**src/inc/dfv_pkg.sv**
```systemverilog
// Constants for the descriptor field validator: register map, field
// positions, attribute encodings, packet size limits and error codes.
// Assumes one core clock and a simple strobe register port in front.
//
// Overview of operation
// Transfer type bits 1..0, sync 3..2
// Usage bits 5..4: data, feedback, implicit
// Non-isochronous endpoints keep bits 5..2 zero
// Explicit feedback: isochronous, no synchronization
// Feedback runs opposite to its data endpoints
// Group ascending; lowest shares feedback number
// Data picks first feedback numbered at/below
// High-speed bits 12..11 give extra transactions
// Packet size range set by transaction count
// Host may ignore bulk OUT interval
// No strings: every string index zero
// Index zero returns language list at 2
// No strings: no language list returned
// Language list unterminated, size first byte minus 2
// String: length, type, characters from 2
// Requester names language with sixteen-bit ID
// Extended descriptors start with length byte
// One error flag, latched broken rule code
package dfv_pkg;

	// ----------------------------------------------------------------
	// Register byte offsets
	// ----------------------------------------------------------------
	localparam logic [7:0] DFV_OFF_CTRL = 8'h00; // Control
	localparam logic [7:0] DFV_OFF_STATUS = 8'h04; // Status
	localparam logic [7:0] DFV_OFF_EP_SEL = 8'h08; // Slot select
	localparam logic [7:0] DFV_OFF_EP_ATTR = 8'h0C; // Slot attributes
	localparam logic [7:0] DFV_OFF_EP_MPS = 8'h10; // Slot packet size
	localparam logic [7:0] DFV_OFF_WORD = 8'h14; // Word store
	localparam logic [7:0] DFV_OFF_STR_REQ = 8'h18; // String request
	localparam logic [7:0] DFV_OFF_STR_DATA = 8'h1C; // String bytes
	localparam logic [7:0] DFV_OFF_IDX_CHK = 8'h20; // Index check
	localparam logic [7:0] DFV_OFF_EXT_HDR = 8'h24; // Extended header

	// ----------------------------------------------------------------
	// Field positions
	// ----------------------------------------------------------------
	localparam int DFV_CTRL_STR_EN = 0; // Strings supported
	localparam int DFV_CTRL_START = 1; // Start table scan
	localparam int DFV_CTRL_CLR = 2; // Clear error latch
	localparam int DFV_CTRL_NLANG = 4; // Language count, 4 bits
	localparam int DFV_ST_ERR = 0; // Error flag
	localparam int DFV_ST_BUSY = 1; // Scan running
	localparam int DFV_ST_DONE = 2; // Scan finished
	localparam int DFV_ST_NODESC = 3; // No descriptor to give
	localparam int DFV_ST_SLOT = 4; // Failing slot, 3 bits
	localparam int DFV_ST_CODE = 8; // Error code, 5 bits
	localparam int DFV_EA_NUM = 8; // Endpoint number, 4 bits
	localparam int DFV_EA_DIR = 12; // Direction, 1 = IN
	localparam int DFV_EA_HS = 13; // High-speed endpoint
	localparam int DFV_EA_VLD = 14; // Slot in use
	localparam int DFV_WD_IDX = 16; // Word index, 3 bits
	localparam int DFV_SR_CNT = 8; // Character count, 6 bits
	localparam int DFV_SR_LANG = 16; // Language ID, 16 bits

	// ----------------------------------------------------------------
	// Attribute and packet size encodings
	// ----------------------------------------------------------------
	localparam int DFV_SLOTS = 8; // Endpoint table depth
	localparam logic [1:0] DFV_TT_ISO = 2'h1; // Isochronous
	localparam logic [1:0] DFV_TT_INT = 2'h3; // Interrupt
	localparam logic [1:0] DFV_SY_NONE = 2'h0; // No synchronization
	localparam logic [1:0] DFV_SY_ASYNC = 2'h1; // Asynchronous
	localparam logic [1:0] DFV_SY_ADAPT = 2'h2; // Adaptive
	localparam logic [1:0] DFV_UT_DATA = 2'h0; // Plain data
	localparam logic [1:0] DFV_UT_FB = 2'h1; // Explicit feedback
	localparam logic [1:0] DFV_UT_IMPL = 2'h2; // Implicit feedback
	localparam logic [1:0] DFV_UT_RSVD = 2'h3; // Reserved usage
	localparam logic [1:0] DFV_MULT_RSVD = 2'h3; // Reserved count
	localparam logic [10:0] DFV_MPS_MIN0 = 11'h001; // One transaction
	localparam logic [10:0] DFV_MPS_MIN1 = 11'h201; // Two: 513
	localparam logic [10:0] DFV_MPS_MIN2 = 11'h2AB; // Three: 683
	localparam logic [10:0] DFV_MPS_MAX = 11'h400; // Upper bound 1024

	// ----------------------------------------------------------------
	// String descriptor layout
	// ----------------------------------------------------------------
	localparam logic [7:0] DFV_HDR_BYTES = 8'h02; // Length plus type
	localparam logic [7:0] DFV_TYPE_STRING = 8'h03; // String type code

	// ----------------------------------------------------------------
	// Error codes: the number of the broken constraint
	// ----------------------------------------------------------------
	localparam logic [4:0] DFV_E_RSVD = 5'h01; // Reserved attr bits
	localparam logic [4:0] DFV_E_USAGE = 5'h02; // Reserved usage
	localparam logic [4:0] DFV_E_NONISO = 5'h03; // Bits 5..2 set
	localparam logic [4:0] DFV_E_FBTYPE = 5'h04; // Bad feedback type
	localparam logic [4:0] DFV_E_FBDIR = 5'h05; // No feedback found
	localparam logic [4:0] DFV_E_GROUP = 5'h06; // Group head missing
	localparam logic [4:0] DFV_E_MULT = 5'h08; // Bad count bits
	localparam logic [4:0] DFV_E_SIZE = 5'h09; // Size out of range
	localparam logic [4:0] DFV_E_STRIDX = 5'h0B; // Index without strings
	localparam logic [4:0] DFV_E_EXTLEN = 5'h11; // Bad length byte

	// Scan state machine
	typedef enum logic [1:0] {
		DFV_IDLE = 2'b01,
		DFV_SCAN = 2'b10
	} dfv_state_t;

endpackage

```
**src/inc/dfv_tbl_if.sv**
```systemverilog
// Endpoint table view shared between the validator and the search.
// Assumes both ends sit in the core clock domain; purely combinational.
`timescale 1ns/1ps
interface dfv_tbl_if;
	logic [7:0] vld; // Slot in use
	logic [7:0] dir_in; // Slot direction, 1 = IN
	logic [7:0] fb_src; // Slot gives feedback
	logic [7:0] iso_data; // Slot is isochronous data
	logic [7:0][3:0] num; // Endpoint numbers
	logic [3:0] q_num; // Query endpoint number
	logic q_dir; // Query direction
	logic hit; // Feedback endpoint found
	logic [3:0] fb_num; // Its endpoint number
	logic head_ok; // Group head present

	modport owner(output vld, dir_in, fb_src, iso_data, num, q_num,
		q_dir, input hit, fb_num, head_ok);
	modport search(input vld, dir_in, fb_src, iso_data, num, q_num,
		q_dir, output hit, fb_num, head_ok);
endinterface

```
**src/logic/dfv_fb_search.sv**
```systemverilog
// Feedback endpoint search over the endpoint table.
// Assumes the owner presents a stable table and query each cycle.
`timescale 1ns/1ps
module dfv_fb_search
	import dfv_pkg::*;
(
	dfv_tbl_if.search tbl // Table and query
);

	// ----------------------------------------------------------------
	// Search
	// ----------------------------------------------------------------
	logic hit_c; // Found flag
	logic [3:0] fbn_c; // Best feedback number
	logic head_c; // Head found

	// Closest feedback at or below the query, opposite direction
	always_comb begin
		hit_c = 1'b0;
		fbn_c = 4'h0;
		head_c = 1'b0;
		for (int i = 0; i < DFV_SLOTS; i++) begin
			// Highest number not above own is the first one met
			if (tbl.vld[i] && tbl.fb_src[i] &&
				(tbl.dir_in[i] != tbl.q_dir) &&
				(tbl.num[i] <= tbl.q_num) &&
				(!hit_c || tbl.num[i] > fbn_c)) begin
				hit_c = 1'b1;
				fbn_c = tbl.num[i];
			end
		end
		// Lowest data endpoint of the group shares the number
		for (int i = 0; i < DFV_SLOTS; i++) begin
			if (hit_c && tbl.vld[i] && tbl.iso_data[i] &&
				(tbl.dir_in[i] == tbl.q_dir) &&
				(tbl.num[i] == fbn_c)) begin
				head_c = 1'b1;
			end
		end
	end

	assign tbl.hit = hit_c;
	assign tbl.fb_num = fbn_c;
	assign tbl.head_ok = head_c;

endmodule

```
**src/logic/dfv_validator.sv**
```systemverilog
// Descriptor field validator: endpoint table checks, string forming.
// Assumes a strobe register port, read data one cycle after the strobe,
// and a single core clock with synchronous active-high reset.
//
// The address map and the strobed register port were left to the implementer.
`timescale 1ns/1ps
module dfv_validator
	import dfv_pkg::*;
(
	input wire logic core_clk, // Core clock, 40 MHz
	input wire logic rst, // Synchronous reset, high
	input wire logic [7:0] reg_addr, // Register byte address
	input wire logic [31:0] reg_wdata, // Write data
	input wire logic reg_wr, // Write strobe
	input wire logic reg_rd, // Read strobe
	output logic [31:0] reg_rdata, // Read data, next cycle
	output logic err_flag, // Latched error
	output logic scan_busy // Table scan running
);

	// ----------------------------------------------------------------
	// State
	// ----------------------------------------------------------------
	typedef struct packed {
		dfv_state_t fsm; // Scan state
		logic [2:0] idx; // Slot under scan
		logic err; // Error latch
		logic [4:0] code; // Broken constraint
		logic [2:0] eslot; // Slot that failed
		logic done; // Scan finished
		logic str_en; // Strings supported
		logic [3:0] nlang; // Language count
		logic [2:0] sel; // Selected slot
		logic [7:0] vld; // Slot in use
		logic [7:0] dir; // Slot direction
		logic [7:0] hs; // Slot high speed
		logic [7:0][7:0] attr; // Attribute bytes
		logic [7:0][3:0] num; // Endpoint numbers
		logic [7:0][15:0] mps; // Packet size words
		logic [7:0][15:0] words; // Language or character store
		logic [7:0] sidx; // Requested string index
		logic [5:0] scnt; // Character count
		logic [7:0] ptr; // Byte pointer
		logic nodesc; // Nothing to return
		logic [31:0] rdata; // Read data
	} dfv_regs_t;

	localparam dfv_regs_t DFV_REGS_RST = '{fsm: DFV_IDLE, default: '0};

	dfv_regs_t dfv_r; // Registered state
	dfv_regs_t dfv_nxt; // Next state

	dfv_tbl_if tbl(); // Table view for the search

	// ----------------------------------------------------------------
	// Helpers
	// ----------------------------------------------------------------

	// Attribute and packet size encoding check; zero when clean
	function automatic logic [4:0] attr_code(
		input logic [7:0] bm,
		input logic hs,
		input logic [15:0] mps
	);
		logic [1:0] tt;
		logic [1:0] sy;
		logic [1:0] ut;
		logic [1:0] mult;
		logic [10:0] size;
		logic [10:0] lo;
		tt = bm[1:0];
		sy = bm[3:2];
		ut = bm[5:4];
		mult = mps[12:11];
		size = mps[10:0];
		unique case (mult)
			2'h0: lo = DFV_MPS_MIN0;
			2'h1: lo = DFV_MPS_MIN1;
			default: lo = DFV_MPS_MIN2;
		endcase
		attr_code = 5'h00;
		if (bm[7:6] != 2'h0) begin
			attr_code = DFV_E_RSVD;
		end else if (tt != DFV_TT_ISO && bm[5:2] != 4'h0) begin
			attr_code = DFV_E_NONISO;
		end else if (ut == DFV_UT_RSVD) begin
			attr_code = DFV_E_USAGE;
		end else if (ut == DFV_UT_FB &&
			(tt != DFV_TT_ISO || sy != DFV_SY_NONE)) begin
			attr_code = DFV_E_FBTYPE;
		end else if (hs && (tt == DFV_TT_ISO || tt == DFV_TT_INT)) begin
			// Only periodic high-speed endpoints use the count bits
			if (mult == DFV_MULT_RSVD || mps[15:13] != 3'h0) begin
				attr_code = DFV_E_MULT;
			end else if (size < lo || size > DFV_MPS_MAX) begin
				attr_code = DFV_E_SIZE;
			end
		end
	endfunction

	// Isochronous slot, whatever its usage class
	function automatic logic is_iso(input logic [7:0] bm);
		is_iso = (bm[1:0] == DFV_TT_ISO);
	endfunction

	// ----------------------------------------------------------------
	// Table view for the feedback search
	// ----------------------------------------------------------------

	// Implicit feedback slots count as both feedback and data
	always_comb begin
		tbl.vld = dfv_r.vld;
		tbl.dir_in = dfv_r.dir;
		tbl.num = dfv_r.num;
		for (int i = 0; i < DFV_SLOTS; i++) begin
			tbl.fb_src[i] = is_iso(dfv_r.attr[i]) &&
				(dfv_r.attr[i][5:4] == DFV_UT_FB ||
				dfv_r.attr[i][5:4] == DFV_UT_IMPL);
			tbl.iso_data[i] = is_iso(dfv_r.attr[i]) &&
				(dfv_r.attr[i][5:4] == DFV_UT_DATA ||
				dfv_r.attr[i][5:4] == DFV_UT_IMPL);
		end
		tbl.q_num = dfv_r.num[dfv_r.idx];
		tbl.q_dir = dfv_r.dir[dfv_r.idx];
	end

	dfv_fb_search u_search (
		.tbl(tbl.search)
	);

	// ----------------------------------------------------------------
	// String descriptor byte former
	// ----------------------------------------------------------------
	logic [5:0] cnt; // Words in the descriptor
	logic [7:0] blen; // First byte of the descriptor
	logic [7:0] woff; // Offset past the header
	logic [15:0] wsel; // Addressed word
	logic [7:0] sbyte; // Byte at the pointer

	// Index zero lists languages, others list characters
	always_comb begin
		cnt = (dfv_r.sidx == 8'h00) ? {2'h0, dfv_r.nlang} : dfv_r.scnt;
		blen = DFV_HDR_BYTES + {1'b0, cnt, 1'b0};
		woff = dfv_r.ptr - DFV_HDR_BYTES;
		wsel = dfv_r.words[woff[3:1]];
		if (dfv_r.nodesc || dfv_r.ptr >= blen) begin
			sbyte = 8'h00;
		end else if (dfv_r.ptr == 8'h00) begin
			sbyte = blen;
		end else if (dfv_r.ptr == 8'h01) begin
			sbyte = DFV_TYPE_STRING;
		end else if (woff[7:4] != 4'h0) begin
			// Store holds eight words; longer strings read zero
			sbyte = 8'h00;
		end else begin
			// Low byte first, payload from byte 2, no terminator
			sbyte = woff[0] ? wsel[15:8] : wsel[7:0];
		end
	end

	// ----------------------------------------------------------------
	// Next state
	// ----------------------------------------------------------------
	logic [4:0] scan_code; // Error from the scan
	logic [4:0] wr_code; // Error from a checked write
	logic [4:0] new_code; // Error raised this cycle
	logic needs_fb; // Slot needs a feedback endpoint
	logic clr; // Software clears the latch
	logic [7:0] sattr; // Attribute of the scanned slot

	always_comb begin
		dfv_nxt = dfv_r;
		scan_code = 5'h00;
		wr_code = 5'h00;
		sattr = dfv_r.attr[dfv_r.idx];
		// Asynchronous OUT and adaptive IN data need a feedback pipe
		needs_fb = is_iso(sattr) && sattr[5:4] != DFV_UT_FB &&
			((sattr[3:2] == DFV_SY_ASYNC && !dfv_r.dir[dfv_r.idx]) ||
			(sattr[3:2] == DFV_SY_ADAPT && dfv_r.dir[dfv_r.idx]));
		clr = reg_wr && reg_addr == DFV_OFF_CTRL &&
			reg_wdata[DFV_CTRL_CLR];

		// Register writes
		if (reg_wr) begin
			case (reg_addr)
				DFV_OFF_CTRL: begin
					dfv_nxt.str_en = reg_wdata[DFV_CTRL_STR_EN];
					dfv_nxt.nlang = reg_wdata[DFV_CTRL_NLANG +: 4];
					// Start is ignored while a scan runs
					if (reg_wdata[DFV_CTRL_START] &&
						dfv_r.fsm == DFV_IDLE) begin
						dfv_nxt.fsm = DFV_SCAN;
						dfv_nxt.idx = 3'h0;
						dfv_nxt.done = 1'b0;
					end
				end
				DFV_OFF_EP_SEL: begin
					dfv_nxt.sel = reg_wdata[2:0];
				end
				DFV_OFF_EP_ATTR: begin
					dfv_nxt.attr[dfv_r.sel] = reg_wdata[7:0];
					dfv_nxt.num[dfv_r.sel] = reg_wdata[DFV_EA_NUM +: 4];
					dfv_nxt.dir[dfv_r.sel] = reg_wdata[DFV_EA_DIR];
					dfv_nxt.hs[dfv_r.sel] = reg_wdata[DFV_EA_HS];
					dfv_nxt.vld[dfv_r.sel] = reg_wdata[DFV_EA_VLD];
				end
				DFV_OFF_EP_MPS: begin
					dfv_nxt.mps[dfv_r.sel] = reg_wdata[15:0];
				end
				DFV_OFF_WORD: begin
					dfv_nxt.words[reg_wdata[DFV_WD_IDX +: 3]] =
						reg_wdata[15:0];
				end
				DFV_OFF_STR_REQ: begin
					// Language ID is accepted; one table serves all
					dfv_nxt.sidx = reg_wdata[7:0];
					dfv_nxt.scnt = reg_wdata[DFV_SR_CNT +: 6];
					dfv_nxt.ptr = 8'h00;
					dfv_nxt.nodesc = !dfv_r.str_en;
				end
				DFV_OFF_IDX_CHK: begin
					if (!dfv_r.str_en && reg_wdata[7:0] != 8'h00) begin
						wr_code = DFV_E_STRIDX;
					end
				end
				DFV_OFF_EXT_HDR: begin
					// Length byte must cover at least itself and type
					if (reg_wdata[7:0] < DFV_HDR_BYTES) begin
						wr_code = DFV_E_EXTLEN;
					end
				end
				default: begin
					// Unmapped writes are dropped
				end
			endcase
		end

		// Table scan, one slot a cycle
		unique case (dfv_r.fsm)
			DFV_IDLE: begin
				// Waiting for a start
			end
			DFV_SCAN: begin
				if (dfv_r.vld[dfv_r.idx]) begin
					scan_code = attr_code(sattr, dfv_r.hs[dfv_r.idx],
						dfv_r.mps[dfv_r.idx]);
					if (scan_code == 5'h00 && needs_fb) begin
						if (!tbl.hit) begin
							scan_code = DFV_E_FBDIR;
						end else if (!tbl.head_ok) begin
							scan_code = DFV_E_GROUP;
						end
					end
				end
				dfv_nxt.idx = dfv_r.idx + 3'h1;
				if (dfv_r.idx == 3'h7) begin
					dfv_nxt.fsm = DFV_IDLE;
					dfv_nxt.done = 1'b1;
				end
			end
		endcase

		// Error latch: first error held, a new one beats the clear
		new_code = (scan_code != 5'h00) ? scan_code : wr_code;
		if (clr) begin
			// Wipe code and slot too, so a clean status reads zero
			dfv_nxt.err = 1'b0;
			dfv_nxt.code = 5'h00;
			dfv_nxt.eslot = 3'h0;
		end
		if (new_code != 5'h00 && (!dfv_r.err || clr)) begin
			dfv_nxt.err = 1'b1;
			dfv_nxt.code = new_code;
			dfv_nxt.eslot = (scan_code != 5'h00) ? dfv_r.idx : 3'h0;
		end

		// Register reads, answered next cycle
		dfv_nxt.rdata = 32'h0000_0000;
		if (reg_rd) begin
			case (reg_addr)
				DFV_OFF_CTRL: begin
					dfv_nxt.rdata[DFV_CTRL_STR_EN] = dfv_r.str_en;
					dfv_nxt.rdata[DFV_CTRL_NLANG +: 4] = dfv_r.nlang;
				end
				DFV_OFF_STATUS: begin
					dfv_nxt.rdata[DFV_ST_ERR] = dfv_r.err;
					dfv_nxt.rdata[DFV_ST_BUSY] = dfv_r.fsm == DFV_SCAN;
					dfv_nxt.rdata[DFV_ST_DONE] = dfv_r.done;
					dfv_nxt.rdata[DFV_ST_NODESC] = dfv_r.nodesc;
					dfv_nxt.rdata[DFV_ST_SLOT +: 3] = dfv_r.eslot;
					dfv_nxt.rdata[DFV_ST_CODE +: 5] = dfv_r.code;
				end
				DFV_OFF_EP_SEL: begin
					dfv_nxt.rdata[2:0] = dfv_r.sel;
				end
				DFV_OFF_EP_ATTR: begin
					dfv_nxt.rdata[7:0] = dfv_r.attr[dfv_r.sel];
					dfv_nxt.rdata[DFV_EA_NUM +: 4] = dfv_r.num[dfv_r.sel];
					dfv_nxt.rdata[DFV_EA_DIR] = dfv_r.dir[dfv_r.sel];
					dfv_nxt.rdata[DFV_EA_HS] = dfv_r.hs[dfv_r.sel];
					dfv_nxt.rdata[DFV_EA_VLD] = dfv_r.vld[dfv_r.sel];
				end
				DFV_OFF_EP_MPS: begin
					dfv_nxt.rdata[15:0] = dfv_r.mps[dfv_r.sel];
				end
				DFV_OFF_STR_REQ: begin
					dfv_nxt.rdata[7:0] = dfv_r.sidx;
					dfv_nxt.rdata[DFV_SR_CNT +: 6] = dfv_r.scnt;
				end
				DFV_OFF_STR_DATA: begin
					// Each read moves the pointer on; it stops at the top
					dfv_nxt.rdata[7:0] = sbyte;
					if (dfv_r.ptr != 8'hFF) begin
						dfv_nxt.ptr = dfv_r.ptr + 8'h01;
					end
				end
				default: begin
					// Unmapped and write-only offsets read zero
				end
			endcase
		end
	end

	// ----------------------------------------------------------------
	// State register
	// ----------------------------------------------------------------
	always_ff @(posedge core_clk) begin
		if (rst) begin
			dfv_r <= DFV_REGS_RST;
		end else begin
			dfv_r <= dfv_nxt;
		end
	end

	// ----------------------------------------------------------------
	// Outputs
	// ----------------------------------------------------------------
	assign reg_rdata = dfv_r.rdata;
	assign err_flag = dfv_r.err;
	assign scan_busy = (dfv_r.fsm == DFV_SCAN);

endmodule

```
**config.mk**
```make
export PLATFORM = sky130hd
export DESIGN_NAME = dfv_validator
export DESIGN_NICKNAME = d
export VERILOG_FILES = /design/src/inc/dfv_pkg.sv /design/src/inc/dfv_tbl_if.sv /design/src/logic/dfv_fb_search.sv /design/src/logic/dfv_validator.sv
export SDC_FILE = /design/constraint.sdc
export NUM_CORES = 1
export LEC_CHECK = 0
export BUFFER_PORTS_ARGS = -buffer_cell sky130_fd_sc_hd__buf_2
export CORE_MARGIN = 2
export CORE_UTILIZATION = 45
export CTS_CLUSTER_DIAMETER = 200
export DETAILED_ROUTE_END_ITERATION = 10
export PLACE_DENSITY_LB_ADDON = 0.3
export REMOVE_ABC_BUFFERS = 1
export SETUP_SLACK_MARGIN = 0.3
export SLEW_MARGIN = 25
export SYNTH_ARGS = -nofsm -noshare
export SYNTH_HDL_FRONTEND = slang
export SYNTH_HIERARCHICAL = 1
export SYNTH_SLANG_ARGS = --single-unit
export TNS_END_PERCENT = 50
```
**constraint.sdc**
```tcl
create_clock -name core_clk -period 16.1 [get_ports core_clk]
set_input_delay 0 -clock core_clk [delete_from_list [all_inputs] [get_ports core_clk]]
set_output_delay 0 -clock core_clk [all_outputs]
set_load 0.005 [all_outputs]
```
==> reports/results.tsv, run 1 <==
stage	metric	value	unit
status	status	completed	
clock_network	worstSkewPairLatency	600	ps
synth	synth_cells	3055	
synth	synth_edf_count	0	
layout	final_cell_mix	nand2_1, dfxtp_1, a21oi_1, nand3_1, nor2_1	
sta	tightest_slew	1020	ps
sta	setup_tns	0	ps
placement	place_congestion	0.988	
layout	area_growth	12.1	%
setup_path	ff2ff_path_depth	70	
sta	rsz0062_at_grt	no	
clock_network	clockBufferDepth	3	
setup_path	cp_slowest_stage_delay	490	ps
clock_network	cts_buffers	47	
global_routing	grt_first_pass_wirelength	132	mm
die	die_h	239	um
synth	synthFlopType	dfxtp_1	
global_routing	grt_pass1_vias	23200	
synth	synth_seq_cells	438	
layout	drive_gt1_frac	0.139	
sta	period_share	0.943	
routing	ant_nets	0	
die	placementRows	86	
sta	holdWs	27.9	ps
routing	finalWirelength	86.7	mm
synth	syn_area_per_cell	8.13	um2
synth	synthArstFlopShare	0	
power_and_ir_drop	pwr_density_cell	81.0	mW/mm2
clock_network	root_buffer	clkbuf_16	
sta	fin_skew	30.3	ps
sta	hold_viol	0	
routing	drt_first_pass_iters	8	
clock_network	cts_sinks	438	
setup_path	cp-start-kind	flip-flop	
power_and_ir_drop	p_total	2.25	mW
layout	antenna_cells	0	
sta	slew_headroom	0.322	
setup_path	cp_slowest_cell	mux4_2	
sta	setup_viol_count_final	0	
power_and_ir_drop	p_leak	9.27	nW
clock_network	cts_tree	built	
routing	drc_errors	0	
die	io_pins	78	
placement	hpwl	56.4	mm
routing	dr_total_vias	23900	
synth	synth.distinct_cells	97	
job	drv_cap	0	
setup_path	cp-startpoint	dfv_r[449]	
layout	fin_nets	3181	
die	initial_core_util	0.453	
synth	ys_seq_area_frac	0.353	
sta	fmax	65.9	MHz
die	core-area	0.0549	mm2
global_routing	overflow	0	
setup_path	cp-endpoint	dfv_r[446]	
sta	drv_slew	0	
clock_network	htreeDepth	2	
placement	pre_cts_ws	374	ps
setup_path	cp_common_cell	o21a_1	
global_routing	grt_max_degree	140	
setup_path	r2r-end	dfv_r[446]	
routing	dr.first_iter.drc_count	2912	
layout	final_common_cell	nand2_1	
die	die_w	239	um
sta	period_needed	15180	ps
placement	portBuffers	48	
setup_path	path_class	reg2reg	
setup_path	cp.buffers_inverters	7	
setup_path	cp_max_fo	9	
setup_path	crit_arrival	15650	ps
setup_path	cp-end-kind	flip-flop	
sta	setup_ws	922	ps
setup_path	r2r-start	dfv_r[449]	
die	die-area	0.0571	mm2
worst_hold_path	hp-class	in2reg	
synth	syn_area	0.0248	mm2
clock_network	path_clk_slew	60	ps
worst_hold_path	hold_path.startpoint	reg_addr[2]	
power_and_ir_drop	ir_drop	0.0886	mV
routing	wl_per_cell	22.9	um
setup_path	r2r_slack	920	ps
global_routing	track_usage	0.297	
setup_path	cp.required	16570	ps
routing	via_per_inst	6.33	
setup_path	cp_top_family	compound AO/OA/AOI/OAI gates	
synth	yosys_warnings	6	
setup_path	path_depth	70	
global_routing	antenna_found_initial	1	
-- repair_timing --
action | in CTS | in global routing
gates resized for setup | 1 | 30
pin swaps | 0 | 7
hold endpoints to repair | 308 | 0
setup endpoints to repair | 5 | 9
hold buffers | 30 | 0
buffers inserted | 0 | 8
-- synth_stat cells (all sizes together), types with 24 or more instances --
library cell,n,area share
a21oi,380,0.077
clkbuf,212,0.032
nand2,668,0.10
dfxtp,438,0.35
inv,74,0.011
buf,68,0.018
nor3,24,0.0048
nand4,56,0.014
nand3,169,0.034
mux2i,88,0.035
o21ai,44,0.0090
mux4,83,0.075
a22oi,128,0.039
ha,96,0.048
nor2,155,0.024
-- where the power goes --
part	switching, mW	internal [mW]
Clock	0.461	0.647
Sequential	0.000284	1.08
Combinational	0.0494	0.0116
Total	0.511	1.74
-- final cells by class --
| class | instances | area (um2) |
|---|---|---|
| Fill cell | 5174 | 27000 |
| Timing Repair Buffer | 202 | 1510 |
| Clock buffer | 66 | 1380 |
| Sequential cell | 438 | 8780 |
| Tap cell | 704 | 881 |
| Inverter | 74 | 278 |
| Clock inverter | 20 | 200 |
| Multi-Input combinational cell | 2278 | 14800 |
-- cell families (layout without fill, tap and decap cells) --
group	after synthesis	count (layout)	share of synthesized area
buffers and inverters	354	362	0.0614
DFF	438	438	0.353
xor gates and xnor gates	33	33	0.0119
adders and majority gates	97	97	0.0488
muxes	190	190	0.119
and+or+nand+nor	1193	1193	0.212
AOI/OAI and AO/OA	749	749	0.194
other	1	16	0.000151
-- worst min-delay path, cell delays in order --
cell	delay, ps
buf_2	120
nand3_1	140
nor4_2	110
o2111ai_1	90
a31oi_1	110
-- metrics by stage --
| stage | instance area [um2] | util | instances |
|---|---|---|---|
| detailed placement | 25700 | 0.469 | 3658 |
| floorplan | 23600 | - | 2790 |
| CTS | 27600 | 0.503 | 3774 |
| global placement | 25700 | 0.469 | 3658 |
| global route | 27800 | 0.507 | 3782 |
| finish | 27800 | 0.507 | 3782 |
-- layer usage --
layer	vias up	track usage	share of wire
met5	-	0	0
met2	1211	0.496	0.47
met1	11600	0.360	0.38
met4	0	0.175	0.062
li1	10900	-	-
met3	310	0.0518	0.083
-- how the worst min path moves through the flow --
stage,endpoint,cells past startpoint
final,reg_rdata[1],5
after global routing,flip-flop,3
after CTS,dfv_r[433],5
after detailed placement,dfv_r[447],4
after global placement,reg_rdata[7],4
after floorplan,flip-flop,1
Note: power is estimated with default switching activity, not from simulation.
==> run 2: changes to the inputs <==
==> constraint.sdc (replaced) <==
create_clock -name core_clk -period 15.55 [get_ports core_clk]
set_input_delay 0 -clock core_clk [delete_from_list [all_inputs] [get_ports core_clk]]
set_output_delay 0 -clock core_clk [all_outputs]
set_load 0.005 [all_outputs]
==> run 2 against run 1 <==
Net effect:
- first-iteration DRC count is 0.38% lower
- core utilization is 0.44 points higher
- clock power is 8% higher
- register-to-register slack worse by 30 ps
- wire length is 1.5% higher
- clock skew is 7.7 ps higher
- sequential share of layout area is 0.27 points lower
- clock-buffer cell count is 2 higher
- largest cell class unchanged
- largest power group unchanged
- highest routed layer unchanged
==> reports/results.tsv, run 2 (synthesis gave the netlist of run 1 again) <==
stage	metric	value	unit	change
routing	finalWirelength	88.0	mm	+1.5%
routing	dr_total_vias	24000		+0.050%
sta	setup_tns	0	ps	unchanged
setup_path	cp-startpoint	dfv_r[449]		
die	die-area	0.0571	mm2	unchanged
placement	portBuffers	48		unchanged
global_routing	grt_max_degree	215		+54%
status	status	completed		
sta	slew_headroom	0.317		-0.00521
routing	dr.first_iter.drc_count	2901		-0.38%
setup_path	cp_common_cell	o21a_1		
sta	setup_ws	896	ps	-25.4 ps
setup_path	cp-start-kind	flip-flop		
setup_path	cp_slowest_cell	or4b_4		
job	drv_cap	0		unchanged
setup_path	cp-end-kind	flip-flop		
layout	antenna_cells	0		unchanged
die	die_w	239	um	unchanged
sta	setup_viol_count_final	0		unchanged
clock_network	worstSkewPairLatency	620	ps	+20 ps
die	core-area	0.0549	mm2	unchanged
routing	via_per_inst	6.32		-0.24%
layout	final_common_cell	nand2_1		
sta	drv_slew	0		unchanged
sta	period_share	0.942		about the same
routing	drt_first_pass_iters	9		+1
layout	area_growth	13.0	%	
die	initial_core_util	0.453		unchanged
power_and_ir_drop	p_leak	9.37	nW	+1.0%
layout	final_cell_mix	nand2_1, dfxtp_1, a21oi_1, nand3_1, nor2_1		
sta	fmax	68.2	MHz	+3.6%
clock_network	htreeDepth	2		unchanged
die	die_h	239	um	unchanged
setup_path	r2r-start	dfv_r[449]		
global_routing	grt_first_pass_wirelength	134	mm	+1.1%
routing	wl_met1	33.8	mm	+1.5%
layout	fin_nets	3192		+0.35%
global_routing	antenna_found_initial	0		-1
placement	dpl.cell_count	3668		+0.27%
power_and_ir_drop	pwr_density_cell	84.9	mW/mm2	+4.9%
sta	holdWs	36.6	ps	+8.66 ps
placement	pre_cts_ws	-82.0	ps	-456 ps
routing	wl_per_cell	23.2	um	+1.2%
routing	wl_met2	41.0	mm	+0.33%
clock_network	clockBufferDepth	3		unchanged
layout	utilization	0.511		+0.00438
setup_path	crit_arrival	15160	ps	-490 ps
worst_hold_path	hold_path.startpoint	reg_addr[2]		
sta	period_needed	14650	ps	-525 ps
routing	highest_layer	met4		
routing	dr_wl_met3	7.38	mm	+3.1%
routing	ant_nets	0		unchanged
setup_path	path_class	reg2reg		
worst_hold_path	hp-class	in2reg		
sta	rsz0062_at_grt	no		
global_routing	track_usage	0.300		+0.00293
clock_network	cts_tree	built		
clock_network	path_clk_slew	60	ps	about the same
global_routing	grt_pass1_vias	23200		-0.022%
routing	drc_errors	0		unchanged
clock_network	root_buffer	clkbuf_16		
layout	drive_gt1_frac	0.144		+0.00468
power_and_ir_drop	ir_drop	0.0885	mV	-0.16%
sta	fin_skew	38.0	ps	+7.65 ps
layout	stdcell_count	3793		+0.29%
die	placementRows	86		unchanged
setup_path	cp_slowest_stage_delay	530	ps	+40 ps
setup_path	cp_max_fo	7		-2
global_routing	overflow	0		unchanged
placement	hpwl	56.5	mm	+0.17%
clock_network	cts_buffers	48		+2.1%
sta	tightest_slew	1020	ps	+7.81 ps
die	io_pins	78		unchanged
sta	hold_viol	0		unchanged
setup_path	cp.required	16050	ps	-520 ps
placement	place_congestion	0.936		-5.2%
clock_network	cts_sinks	438		unchanged
-- run 2: path summary, 6_finish.rpt --
path	slack (ps)	endpoint	cells after the start
hold / removal	40	reg_rdata[3]	5
hold reg to reg	460	flip-flop	2
setup reg to reg	900	err_flag	71
setup / recovery	900	err_flag	71
-- run 2: area by class of cell --
type,count,area [um2]
inverter,74,278
multi-input combinational,2278,14900
fill,5100,26800
clock inverter,19,282
timing repair buffer,212,1610
clock buffer,68,1380
sequential,438,8780
tap,704,881
-- run 2: where the power goes --
part           leakage (nW)  switching (mW)  internal [mW]
Clock                 0.814           0.491          0.705
Sequential             3.53        0.000304           1.12
Combinational          5.03          0.0521         0.0128
-- run 2: layer usage --
| metal | global-route usage | vias to the layer above |
|---|---|---|
| li1 | - | 10900 |
| met1 | 0.369 | 11500 |
| met2 | 0.493 | 1231 |
| met5 | 0 | - |
| met3 | 0.0458 | 319 |
| met4 | 0.189 | 0 |
-- run 2: repair_timing --
action,in CTS,in global routing
endpoints found under the setup margin,9,9
gates resized for setup,7,36
hold buffers,33,0
buffers inserted,0,5
cloned,0,0
pin swaps,0,7
endpoints found under the hold margin,321,0
-- run 2: metrics by stage --
stage / total power, mW / area (um2)
finish: 2.38 / 28100
global route: 2.44 / 28100
CTS: 2.39 / 27900
detailed placement: 1.20 / 25800
global placement: 1.20 / 25800
floorplan: 1.16 / 23600
-- run 2: worst max-delay path: cells and delay by family, from the launching register on --
family | cells | cell delay (ps)
buf+inv | 6 | 960
fa+ha+maj | 8 | 2190
mux | 2 | 810
compound gates | 40 | 7450
simple gates | 15 | 2700
flops | 1 | 410
